--- src/verilog/uhi_regs.svh ---
// Register map, field positions, reset values and interrupt codes of the holding/interrupt block
// Behaviour
// - Reading offset 0 returns the oldest receive byte and removes it.
// - Reading an empty receive FIFO gives a meaningless value; host must ignore it.
// - Writing offset 0 appends the byte to the transmit FIFO tail.
// - A write to a full transmit FIFO is dropped, contents unchanged.
// - Offset 0 is divisor low only when line control bit 7 set and not 0xBF; here divisor low is write-only and reads give 0x00.
// - Divisor low resets to 01; only power-on reset clears the divisor bytes.
// - Divisor high is a read-write 8-bit upper divisor register.
// - Interrupt-enable bits 7..4 change only while enhanced functions are enabled.
// - Sleep entry needs no pending interrupt, steady modem, idle receive, empty FIFOs.
// - Sleep ends on modem toggle, receive input low, or transmit FIFO load.
// - Asleep, the oscillator is stopped and the UART clock gated off.
// - Transmit-ready fires on empty holding, or FIFO space above trigger.
// - Interrupt-enable bits other than bit 4 (sleep) gate their own interrupt sources; bit 3 also gates pin change.
// - Identify bit 0 is one when nothing pends; register resets to 0x01.
// - Bits 5..1 encode the highest pending source, priorities 1 to 4.
// - Enhanced sources encode 0x30, 0x10, 0x20 at priorities 5, 6, 7.
// - FIFO disabled holds one character and trigger acts as one; enabled holds 64.
// - Enhanced enable unlocks upper enables, identify bits 5..4, tx trigger, sleep; tx_trigger_sel here applies without it.
`ifndef UHI_REGS_SVH
`define UHI_REGS_SVH

`define UHI_OFF_HOLD 4'h0
`define UHI_OFF_IER 4'h1
`define UHI_OFF_DLH 4'h1
`define UHI_OFF_IIR 4'h2

`define UHI_LCR_DLAB 7
`define UHI_LCR_ENH 8'hBF

`define UHI_IER_RST 8'h00
`define UHI_IIR_RST 8'h01
`define UHI_DLL_RST 8'h01
`define UHI_DLH_RST 8'h00
`define UHI_IER_LOCK_MSB 7
`define UHI_IER_LOCK_LSB 4
`define UHI_IER_RXRDY 0
`define UHI_IER_TXRDY 1
`define UHI_IER_LSTAT 2
`define UHI_IER_MODEM 3
`define UHI_IER_SLEEP 4
`define UHI_IER_XOFF 5
`define UHI_IER_RTS 6
`define UHI_IER_CTS 7

`define UHI_CODE_LSTAT 5'h03
`define UHI_CODE_RXTO 5'h06
`define UHI_CODE_RXRDY 5'h02
`define UHI_CODE_TXRDY 5'h01
`define UHI_CODE_MODEM 5'h00
`define UHI_CODE_PIN 5'h18
`define UHI_CODE_XOFF 5'h08
`define UHI_CODE_CTSRTS 5'h10

`define UHI_FIFO_DEPTH 7'h40
`define UHI_ONE_CHAR 7'h01
`define UHI_TXTRIG_0 7'h08
`define UHI_TXTRIG_1 7'h10
`define UHI_TXTRIG_2 7'h20
`define UHI_TXTRIG_3 7'h38
`define UHI_RXTRIG_0 7'h08
`define UHI_RXTRIG_1 7'h10
`define UHI_RXTRIG_2 7'h38
`define UHI_RXTRIG_3 7'h3C

`endif

--- src/verilog/uhi_pkg.sv ---
// Types shared by the holding/interrupt register block
package uhi_pkg;
	typedef enum logic [0:0] {
		UHI_AWAKE = 1'b0,
		UHI_ASLEEP = 1'b1
	} uhi_sleep_t;
	typedef logic [7:0] uhi_byte_t;
	typedef logic [6:0] uhi_count_t;
endpackage

--- src/verilog/uhi_fifo_if.sv ---
// Carrier between the register block and one of its byte FIFOs
`timescale 1ns/1ps
interface uhi_fifo_if;
	import uhi_pkg::*;
	logic push;
	uhi_byte_t push_data;
	logic pop;
	uhi_byte_t pop_data;
	logic flush;
	logic single;
	uhi_count_t count;
	logic full;
	logic empty;
	modport store (input push, push_data, pop, flush, single, output pop_data, count, full, empty);
	modport user (output push, push_data, pop, flush, single, input pop_data, count, full, empty);
endinterface

--- src/verilog/uhi_top.sv ---
// Holding, divisor and interrupt registers of the UART bridge behind the host port
`timescale 1ns/1ps
`include "uhi_regs.svh"
module uhi_top
	import uhi_pkg::*;
(
	input wire logic clk_sys,
	input wire logic srst,
	input wire logic por,
	input wire logic [3:0] reg_addr,
	input wire logic reg_wr,
	input wire logic reg_rd,
	input wire logic [7:0] reg_wdata,
	output logic [7:0] reg_rdata,
	output logic reg_rdata_valid,
	output logic reg_wr_nak,
	input wire logic [7:0] line_control,
	input wire logic enh_enable,
	input wire logic fifo_enable,
	input wire logic [1:0] tx_trigger_sel,
	input wire logic [1:0] rx_trigger_sel,
	input wire logic rx_flush,
	input wire logic tx_flush,
	input wire logic rx_push,
	input wire logic [7:0] rx_push_data,
	output logic rx_full,
	input wire logic tx_pop,
	output logic [7:0] tx_pop_data,
	output logic tx_empty,
	input wire logic src_line_err,
	input wire logic src_rx_timeout,
	input wire logic src_modem,
	input wire logic src_pin_change,
	input wire logic src_xoff_special,
	input wire logic src_cts_inactive,
	input wire logic src_rts_inactive,
	input wire logic [3:0] modem_in,
	input wire logic rx_pin,
	output logic [15:0] baud_divisor,
	output logic irq,
	output logic osc_stop,
	output logic uart_clk_en
);
	// ------------------------------------------------------------
	// Declarations
	// ------------------------------------------------------------
	uhi_fifo_if rx_if ();
	uhi_fifo_if tx_if ();

	uhi_byte_t ier_r;
	uhi_byte_t ier_nxt;
	uhi_byte_t iir_r;
	uhi_byte_t iir_nxt;
	uhi_byte_t dll_r;
	uhi_byte_t dlh_r;
	uhi_byte_t rdata_r;
	uhi_byte_t rdata_nxt;
	logic rvalid_r;
	logic nak_r;
	logic irq_r;
	logic [3:0] modem_prev_r;
	uhi_sleep_t sleep_r;
	uhi_sleep_t sleep_nxt;

	logic divisor_mode;
	logic holding_mode;
	logic wr_hold;
	logic rd_hold;
	logic wr_dll;
	logic wr_dlh;
	logic wr_ier;
	uhi_count_t tx_trig;
	uhi_count_t rx_trig;
	uhi_count_t tx_space;
	logic rx_ready;
	logic tx_ready;
	logic p_lstat;
	logic p_rxto;
	logic p_rxrdy;
	logic p_txrdy;
	logic p_modem;
	logic p_pin;
	logic p_xoff;
	logic p_ctsrts;
	logic any_pending;
	logic modem_steady;
	logic sleep_ok;
	logic wake;

	// ------------------------------------------------------------
	// Helpers
	// ------------------------------------------------------------
	function automatic uhi_count_t tx_trig_of(input logic [1:0] sel);
		case (sel)
			2'h0: tx_trig_of = `UHI_TXTRIG_0;
			2'h1: tx_trig_of = `UHI_TXTRIG_1;
			2'h2: tx_trig_of = `UHI_TXTRIG_2;
			default: tx_trig_of = `UHI_TXTRIG_3;
		endcase
	endfunction

	function automatic uhi_count_t rx_trig_of(input logic [1:0] sel);
		case (sel)
			2'h0: rx_trig_of = `UHI_RXTRIG_0;
			2'h1: rx_trig_of = `UHI_RXTRIG_1;
			2'h2: rx_trig_of = `UHI_RXTRIG_2;
			default: rx_trig_of = `UHI_RXTRIG_3;
		endcase
	endfunction

	// Same address decode serves reads and writes
	function automatic logic hit(input logic [3:0] a, input logic [3:0] off);
		hit = (a == off);
	endfunction

	// ------------------------------------------------------------
	// FIFOs
	// ------------------------------------------------------------
	uhi_fifo #(
		.AW(6)
	) u_rx_fifo (
		.clk_sys(clk_sys),
		.srst(srst),
		.f(rx_if)
	);

	uhi_fifo #(
		.AW(6)
	) u_tx_fifo (
		.clk_sys(clk_sys),
		.srst(srst),
		.f(tx_if)
	);

	assign rx_if.push = rx_push;
	assign rx_if.push_data = rx_push_data;
	assign rx_if.pop = rd_hold;
	assign rx_if.flush = rx_flush;
	assign rx_if.single = !fifo_enable;
	assign rx_full = rx_if.full;

	assign tx_if.push = wr_hold;
	assign tx_if.push_data = reg_wdata;
	assign tx_if.pop = tx_pop;
	assign tx_if.flush = tx_flush;
	assign tx_if.single = !fifo_enable;
	assign tx_pop_data = tx_if.pop_data;
	assign tx_empty = tx_if.empty;

	// ------------------------------------------------------------
	// Address decode
	// ------------------------------------------------------------
	// The enhanced-access value 0xBF also has bit 7 set, so it must be excluded
	assign divisor_mode = line_control[`UHI_LCR_DLAB]
		&& (line_control != `UHI_LCR_ENH);
	assign holding_mode = !line_control[`UHI_LCR_DLAB];
	assign wr_hold = reg_wr && holding_mode && hit(reg_addr, `UHI_OFF_HOLD);
	assign rd_hold = reg_rd && holding_mode && hit(reg_addr, `UHI_OFF_HOLD);
	assign wr_dll = reg_wr && divisor_mode && hit(reg_addr, `UHI_OFF_HOLD);
	assign wr_dlh = reg_wr && divisor_mode && hit(reg_addr, `UHI_OFF_DLH);
	assign wr_ier = reg_wr && holding_mode && hit(reg_addr, `UHI_OFF_IER);

	// ------------------------------------------------------------
	// Interrupt enable
	// ------------------------------------------------------------
	always_comb
	begin
		ier_nxt = ier_r;
		if (wr_ier)
		begin
			ier_nxt[`UHI_IER_LOCK_LSB-1:0] = reg_wdata[`UHI_IER_LOCK_LSB-1:0];
			// Upper enables stay frozen unless enhanced functions are unlocked
			if (enh_enable)
			begin
				ier_nxt[`UHI_IER_LOCK_MSB:`UHI_IER_LOCK_LSB] =
					reg_wdata[`UHI_IER_LOCK_MSB:`UHI_IER_LOCK_LSB];
			end
		end
	end

	always_ff @(posedge clk_sys)
	begin
		if (srst || por)
		begin
			ier_r <= `UHI_IER_RST;
		end
		else
		begin
			ier_r <= ier_nxt;
		end
	end

	// ------------------------------------------------------------
	// Baud divisor
	// ------------------------------------------------------------
	// Software reset leaves the divisor alone so the line rate survives it
	always_ff @(posedge clk_sys)
	begin
		if (por)
		begin
			dll_r <= `UHI_DLL_RST;
			dlh_r <= `UHI_DLH_RST;
		end
		else
		begin
			if (wr_dll)
			begin
				dll_r <= reg_wdata;
			end
			if (wr_dlh)
			begin
				dlh_r <= reg_wdata;
			end
		end
	end

	assign baud_divisor = {dlh_r, dll_r};

	// ------------------------------------------------------------
	// Interrupt sources
	// ------------------------------------------------------------
	assign tx_trig = tx_trig_of(tx_trigger_sel);
	assign rx_trig = rx_trig_of(rx_trigger_sel);
	assign tx_space = `UHI_FIFO_DEPTH - tx_if.count;
	assign rx_ready = fifo_enable ? (rx_if.count >= rx_trig) : !rx_if.empty;
	assign tx_ready = fifo_enable ? (tx_space > tx_trig) : tx_if.empty;

	assign p_lstat = src_line_err && ier_r[`UHI_IER_LSTAT];
	assign p_rxto = src_rx_timeout && ier_r[`UHI_IER_RXRDY];
	assign p_rxrdy = rx_ready && ier_r[`UHI_IER_RXRDY];
	assign p_txrdy = tx_ready && ier_r[`UHI_IER_TXRDY];
	assign p_modem = src_modem && ier_r[`UHI_IER_MODEM];
	// Enhanced sources only report while enhanced functions are unlocked
	assign p_pin = enh_enable && src_pin_change && ier_r[`UHI_IER_MODEM];
	assign p_xoff = enh_enable && src_xoff_special && ier_r[`UHI_IER_XOFF];
	assign p_ctsrts = enh_enable && ((src_cts_inactive && ier_r[`UHI_IER_CTS])
		|| (src_rts_inactive && ier_r[`UHI_IER_RTS]));

	assign any_pending = p_lstat || p_rxto || p_rxrdy || p_txrdy
		|| p_modem || p_pin || p_xoff || p_ctsrts;

	// ------------------------------------------------------------
	// Interrupt identification
	// ------------------------------------------------------------
	always_comb
	begin
		iir_nxt = `UHI_IIR_RST;
		iir_nxt[7] = fifo_enable;
		iir_nxt[6] = fifo_enable;
		iir_nxt[0] = !any_pending;
		if (p_lstat)
		begin
			iir_nxt[5:1] = `UHI_CODE_LSTAT;
		end
		else if (p_rxto)
		begin
			iir_nxt[5:1] = `UHI_CODE_RXTO;
		end
		else if (p_rxrdy)
		begin
			iir_nxt[5:1] = `UHI_CODE_RXRDY;
		end
		else if (p_txrdy)
		begin
			iir_nxt[5:1] = `UHI_CODE_TXRDY;
		end
		else if (p_modem)
		begin
			iir_nxt[5:1] = `UHI_CODE_MODEM;
		end
		else if (p_pin)
		begin
			iir_nxt[5:1] = `UHI_CODE_PIN;
		end
		else if (p_xoff)
		begin
			iir_nxt[5:1] = `UHI_CODE_XOFF;
		end
		else if (p_ctsrts)
		begin
			iir_nxt[5:1] = `UHI_CODE_CTSRTS;
		end
		else
		begin
			iir_nxt[5:1] = `UHI_CODE_MODEM;
		end
	end

	always_ff @(posedge clk_sys)
	begin
		if (srst || por)
		begin
			iir_r <= `UHI_IIR_RST;
		end
		else
		begin
			iir_r <= iir_nxt;
		end
	end

	always_ff @(posedge clk_sys)
	begin
		if (srst || por)
		begin
			irq_r <= 1'b0;
		end
		else
		begin
			irq_r <= any_pending;
		end
	end

	assign irq = irq_r;

	// ------------------------------------------------------------
	// Read data
	// ------------------------------------------------------------
	// An empty receive FIFO still answers; the byte is stale and the host
	// must consult line status before trusting it
	always_comb
	begin
		rdata_nxt = 8'h00;
		if (holding_mode)
		begin
			case (reg_addr)
				`UHI_OFF_HOLD: rdata_nxt = rx_if.pop_data;
				`UHI_OFF_IER: rdata_nxt = ier_r;
				`UHI_OFF_IIR: rdata_nxt = iir_r;
				default: rdata_nxt = 8'h00;
			endcase
		end
		else if (divisor_mode && hit(reg_addr, `UHI_OFF_DLH))
		begin
			rdata_nxt = dlh_r;
		end
	end

	always_ff @(posedge clk_sys)
	begin
		if (srst || por)
		begin
			rdata_r <= 8'h00;
			rvalid_r <= 1'b0;
		end
		else
		begin
			rvalid_r <= reg_rd;
			if (reg_rd)
			begin
				rdata_r <= rdata_nxt;
			end
		end
	end

	assign reg_rdata = rdata_r;
	assign reg_rdata_valid = rvalid_r;

	always_ff @(posedge clk_sys)
	begin
		if (srst || por)
		begin
			nak_r <= 1'b0;
		end
		else
		begin
			nak_r <= wr_hold && tx_if.full;
		end
	end

	assign reg_wr_nak = nak_r;

	// ------------------------------------------------------------
	// Sleep control
	// ------------------------------------------------------------
	assign modem_steady = (modem_in == modem_prev_r);
	assign sleep_ok = ier_r[`UHI_IER_SLEEP] && enh_enable && !any_pending
		&& modem_steady && rx_pin && rx_if.empty && tx_if.empty;
	assign wake = !modem_steady || !rx_pin || wr_hold
		|| !ier_r[`UHI_IER_SLEEP] || !enh_enable;

	always_ff @(posedge clk_sys)
	begin
		if (srst || por)
		begin
			modem_prev_r <= 4'h0;
		end
		else
		begin
			modem_prev_r <= modem_in;
		end
	end

	always_comb
	begin
		sleep_nxt = sleep_r;
		case (sleep_r)
			UHI_AWAKE:
			begin
				if (sleep_ok)
				begin
					sleep_nxt = UHI_ASLEEP;
				end
			end
			UHI_ASLEEP:
			begin
				if (wake)
				begin
					sleep_nxt = UHI_AWAKE;
				end
			end
			default: sleep_nxt = UHI_AWAKE;
		endcase
	end

	always_ff @(posedge clk_sys)
	begin
		if (srst || por)
		begin
			sleep_r <= UHI_AWAKE;
		end
		else
		begin
			sleep_r <= sleep_nxt;
		end
	end

	// Register port keeps running on clk_sys so the host can always wake the UART
	assign osc_stop = (sleep_r == UHI_ASLEEP);
	assign uart_clk_en = (sleep_r == UHI_AWAKE);
endmodule

--- src/verilog/uhi_fifo.sv ---
// Byte FIFO whose capacity drops to one entry when FIFO mode is off
`timescale 1ns/1ps
`include "uhi_regs.svh"
module uhi_fifo
	import uhi_pkg::*;
#(
	parameter int AW = 6
)
(
	input wire logic clk_sys,
	input wire logic srst,
	uhi_fifo_if.store f
);
	uhi_byte_t mem [0:(1 << AW) - 1];
	logic [AW-1:0] wr_ptr_r;
	logic [AW-1:0] rd_ptr_r;
	uhi_count_t count_r;
	uhi_count_t cap;
	logic do_push;
	logic do_pop;

	// Non-FIFO mode keeps a single character per direction
	assign cap = f.single ? `UHI_ONE_CHAR : `UHI_FIFO_DEPTH;
	assign f.full = (count_r >= cap);
	assign f.empty = (count_r == 7'h00);
	assign f.count = count_r;
	assign f.pop_data = mem[rd_ptr_r];
	assign do_push = f.push && !f.full;
	assign do_pop = f.pop && !f.empty;

	always_ff @(posedge clk_sys)
	begin
		if (do_push)
		begin
			mem[wr_ptr_r] <= f.push_data;
		end
	end

	always_ff @(posedge clk_sys)
	begin
		if (srst || f.flush)
		begin
			wr_ptr_r <= '0;
			rd_ptr_r <= '0;
			count_r <= 7'h00;
		end
		else
		begin
			if (do_push)
			begin
				wr_ptr_r <= wr_ptr_r + 1'b1;
			end
			if (do_pop)
			begin
				rd_ptr_r <= rd_ptr_r + 1'b1;
			end
			if (do_push && !do_pop)
			begin
				count_r <= count_r + 7'h01;
			end
			else if (do_pop && !do_push)
			begin
				count_r <= count_r - 7'h01;
			end
		end
	end
endmodule

--- config.mk ---
export PLATFORM = sky130hd
export DESIGN_NAME = uhi_top
export DESIGN_NICKNAME = d
export VERILOG_FILES = /design/src/verilog/uhi_pkg.sv /design/src/verilog/uhi_fifo_if.sv /design/src/verilog/uhi_top.sv /design/src/verilog/uhi_fifo.sv
export VERILOG_INCLUDE_DIRS = /design/src /design/src/verilog
export SDC_FILE = /design/constraint.sdc
export NUM_CORES = 1
export LEC_CHECK = 0
export BUFFER_PORTS_ARGS = -buffer_cell sky130_fd_sc_hd__buf_2
export CAP_MARGIN = 20
export CORE_MARGIN = 4
export CORE_UTILIZATION = 57
export DETAILED_ROUTE_END_ITERATION = 10
export PLACE_DENSITY_LB_ADDON = 0.1
export SLEW_MARGIN = 40
export SYNTH_ARGS = -nofsm -noshare
export SYNTH_HDL_FRONTEND = slang
export SYNTH_SLANG_ARGS = --single-unit
--- constraint.sdc ---
create_clock -name clk_sys -period 4.59 [get_ports clk_sys]
set_input_delay 0.459 -clock clk_sys [delete_from_list [all_inputs] [get_ports clk_sys]]
set_output_delay 0.459 -clock clk_sys [all_outputs]
set_load 0.05 [all_outputs]
==> results.tsv <==
metric	value	unit
status	finished clean	
rsz0062_at_grt	false	
root_buffer	clkbuf_16	
worst_pin_slew	0.900	ns
clock_sinks	1121	
ff2ff_path_depth	7	
ios	94	
hold_path_class	input pin to register	
postSynthCellCount	2312	
antenna_found_initial	1	
groute.usage.overall	24.9	%
wl	101000	um
mostFrequentLayoutCells	1024 x edfxtp_1, 272 x mux4_2, 208 x nor2_1	
cts_made_buffers	110	
wl_per_cell	28.1	um
clock_skew	0.0287	ns
dp_hpwl	63700	um
grt_max_degree	68	
syn_to_final_growth	12.7	%
synth-edff-count	1024	
synth-seq-cells	1121	
syn_area	44200	sq um
stdcell_count	3587	
io_buffers	93	
cts_setup_buffers	0	
drv_cap	0	
grt_pass1_vias	22767	
max-slew-margin-rel	40.0	%
yosys.area.top_type	edfxtp_1	
async_reset_ff_share	0	%
clk_pin_slew	0.06	ns
vias	22553	
viasPerCell	6.29	
hold_viol_final	0	
dr.pass1.iters	5	
register_area	32700	sq um
cp.required	4.13	ns
fmax	0.253	GHz
netlist.area_leader.share	69.6	%
min_from	modem_in[2]	
layout_commonest_cell	edfxtp_1	
fin_setup_tns	0	ns
cp.arrival	3.50	ns
yosysUniqueCellTypes	67	
h-tree-depth	3	
fillers	5142	
drtAntennaViolNets	0	
layout_setup_ws	0.634	ns
postSynthAreaPerCell	19.1	sq um
die_h	286	um
p_leak	15.5	nW
synthTopCellsByArea	edfxtp_1 70%, mux4_2 14%, dfxtp_1 4.4%	
cts_tree	done	
min_path_cells	2	
yosys_warnings	0	
clock_path_buffers	3	
cp-start-kind	register	
final_nets	2548	
ir_drop	0.386	mV
core	76500	sq um
grt_pass1_wl	152000	um
min_to	modem_prev_r[2]	
overflow	0	
first_iter_violations	2386	
drc_errors	0	
dp_slack	0.580	ns
period_minus_slack	3.96	ns
placedCellCount	3375	
fp.dieW	286	um
worstReg2RegStart	u_rx_fifo.f.count[0]	
drive_gt1_share	25.1	%
num_rows	101	
multiInputGateArea	10900	sq um
slew_viol_final	0	
ys_seq_area_share	74.0	%
place.gp.congestion	0.885	
fin_crit_sh	86.2	%
power_density	451	nW/um^2
start_util	57.8	%
synth_nets	2399	
dpl_cell_area	46000	sq um
worstSetupPathType	register to output pin	
ys.flop_type	edfxtp_1	
final_cell_area	49800	sq um
r2r_slack	0.86	ns
critPathCaptureType	output pin	
rr_endpoint	u_rx_fifo.mem[58][0]	
dieArea	82100	sq um
worst-path-max-fanout	42	
setup_viol	0	
cts_resized	0	
clk_latency	0.68	ns
report_power, final:
part / total [mW] / leakage (nW) / internal [mW] / switching (mW)
combinational: 1.97 / 3.65 / 0.845 / 1.12
sequential: 11.3 / 9.99 / 11.2 / 0.0822
clock: 9.23 / 1.81 / 5.46 / 3.76
metrics by stage:
step / util [%] / power (mW) / hold slack (ns)
2_1_floorplan: - / 12.8 / 0.448
3_3_place_gp: 60.2 / 13.4 / 0.443
3_5_place_dp: 60.2 / 13.5 / 0.448
4_1_cts: 65.1 / 22.6 / 0.00330
5_1_grt: 65.1 / 23.2 / 0.0137
6_report: 65.1 / 22.5 / 0.0382
critical path: stages, from the launching register on:
cell,delay (ns)
dfxtp_4,0.58
buf_12,0.36
mux4_2,0.61
mux4_2,0.53
a22oi_1,0.30
nand2_1,0.15
buf_2,0.23
final cells by class:
class | count | share of cell area [%]
timing repair buffer | 164 | 2.23
sequential | 1121 | 65.7
tap | 1030 | 2.59
clock buffer | 135 | 5.84
antenna | 1 | 0.00502
clock inverter | 72 | 1.66
inverter | 21 | 0.158
multi-input combinational | 1043 | 21.8
per-layer routing:
metal / track usage (%) / part of all wire [%] / vias to the layer above / wire [um]
met1: 35.7 / 41 / 11726 / 41100
met2: 40.4 / 49 / 950 / 49800
met3: 3.59 / 6.3 / 187 / 6350
li1: - / - / 9690 / -
met4: 8.02 / 3.4 / 0 / 3400
met5: 0 / 0 / - / 0
synthesized netlist by cell type (9+ instances only):
cell and n:
nand3b_1 9, nor2b_1 11, nor2_1 213, xnor2_1 15, and2_1 15, nand3_1 29, xor2_1 18, mux4_2 272
buf_1 21, dfxtp_1 97, mux2i_1 59, ha_1 30, o21ai_0 33, o22ai_1 26, clkbuf_1 63, or4_1 10
buf_2 35, or3_1 13, a22oi_1 38, nand2_1 76, or2_2 9, a21oi_1 51, inv_1 19, nand4_1 12
o211ai_1 10, edfxtp_1 1024
worst max-delay path by stage:
| stage | to | slack (ns) | from |
|---|---|---|---|
| 2_1_floorplan | u_tx_fifo.f.count[6] | 1.12 | fifo_enable |
| 3_3_place_gp | u_tx_fifo.mem[24][6] | 0.70 | fifo_enable |
| 3_5_place_dp | u_rx_fifo.mem[26][3] | 0.58 | fifo_enable |
| 4_1_cts | tx_pop_data[6] | 0.58 | register |
| 5_1_grt | tx_pop_data[6] | 0.50 | register |
| 6_report | tx_pop_data[1] | 0.63 | register |
logic make-up (layout without fill, tap and decap cells):
| kind of cell | after synthesis | count (layout) | share of synthesized area [%] |
|---|---|---|---|
| flops | 1121 | 1121 | 74.0 |
| buf+inv | 148 | 392 | 1.45 |
| other cells | 0 | 1 | 0 |
| simple gates | 444 | 444 | 4.79 |
| mux | 332 | 332 | 15.2 |
| fa+ha+maj | 32 | 32 | 0.940 |
| compound gates | 202 | 202 | 2.99 |
| xor+xnor | 33 | 33 | 0.654 |
state kept, by name (all words and copies together), names as in the netlist, named ones only:
name                count
u_tx_fifo.f.count       7
u_rx_fifo.mem         512
u_tx_fifo.wr_ptr_r      6
ier_r                   8
u_tx_fifo.rd_ptr_r      6
u_rx_fifo.wr_ptr_r      6
u_tx_fifo.mem         512
u_rx_fifo.rd_ptr_r      6
u_rx_fifo.f.count       7
reg_rdata               8
dlh_r                   8
modem_prev_r            4
iir_r                   7
reg_rdata_valid         1
dll_r                   8
reg_wr_nak              1
osc_stop                1
irq                     1
repair_timing:
item,4_1_cts,5_1_grt
endpoints found under the setup margin,0,0
endpoints found under the hold margin,3,0
hold buffers,3,0
Power figures use the tool's default switching activity.
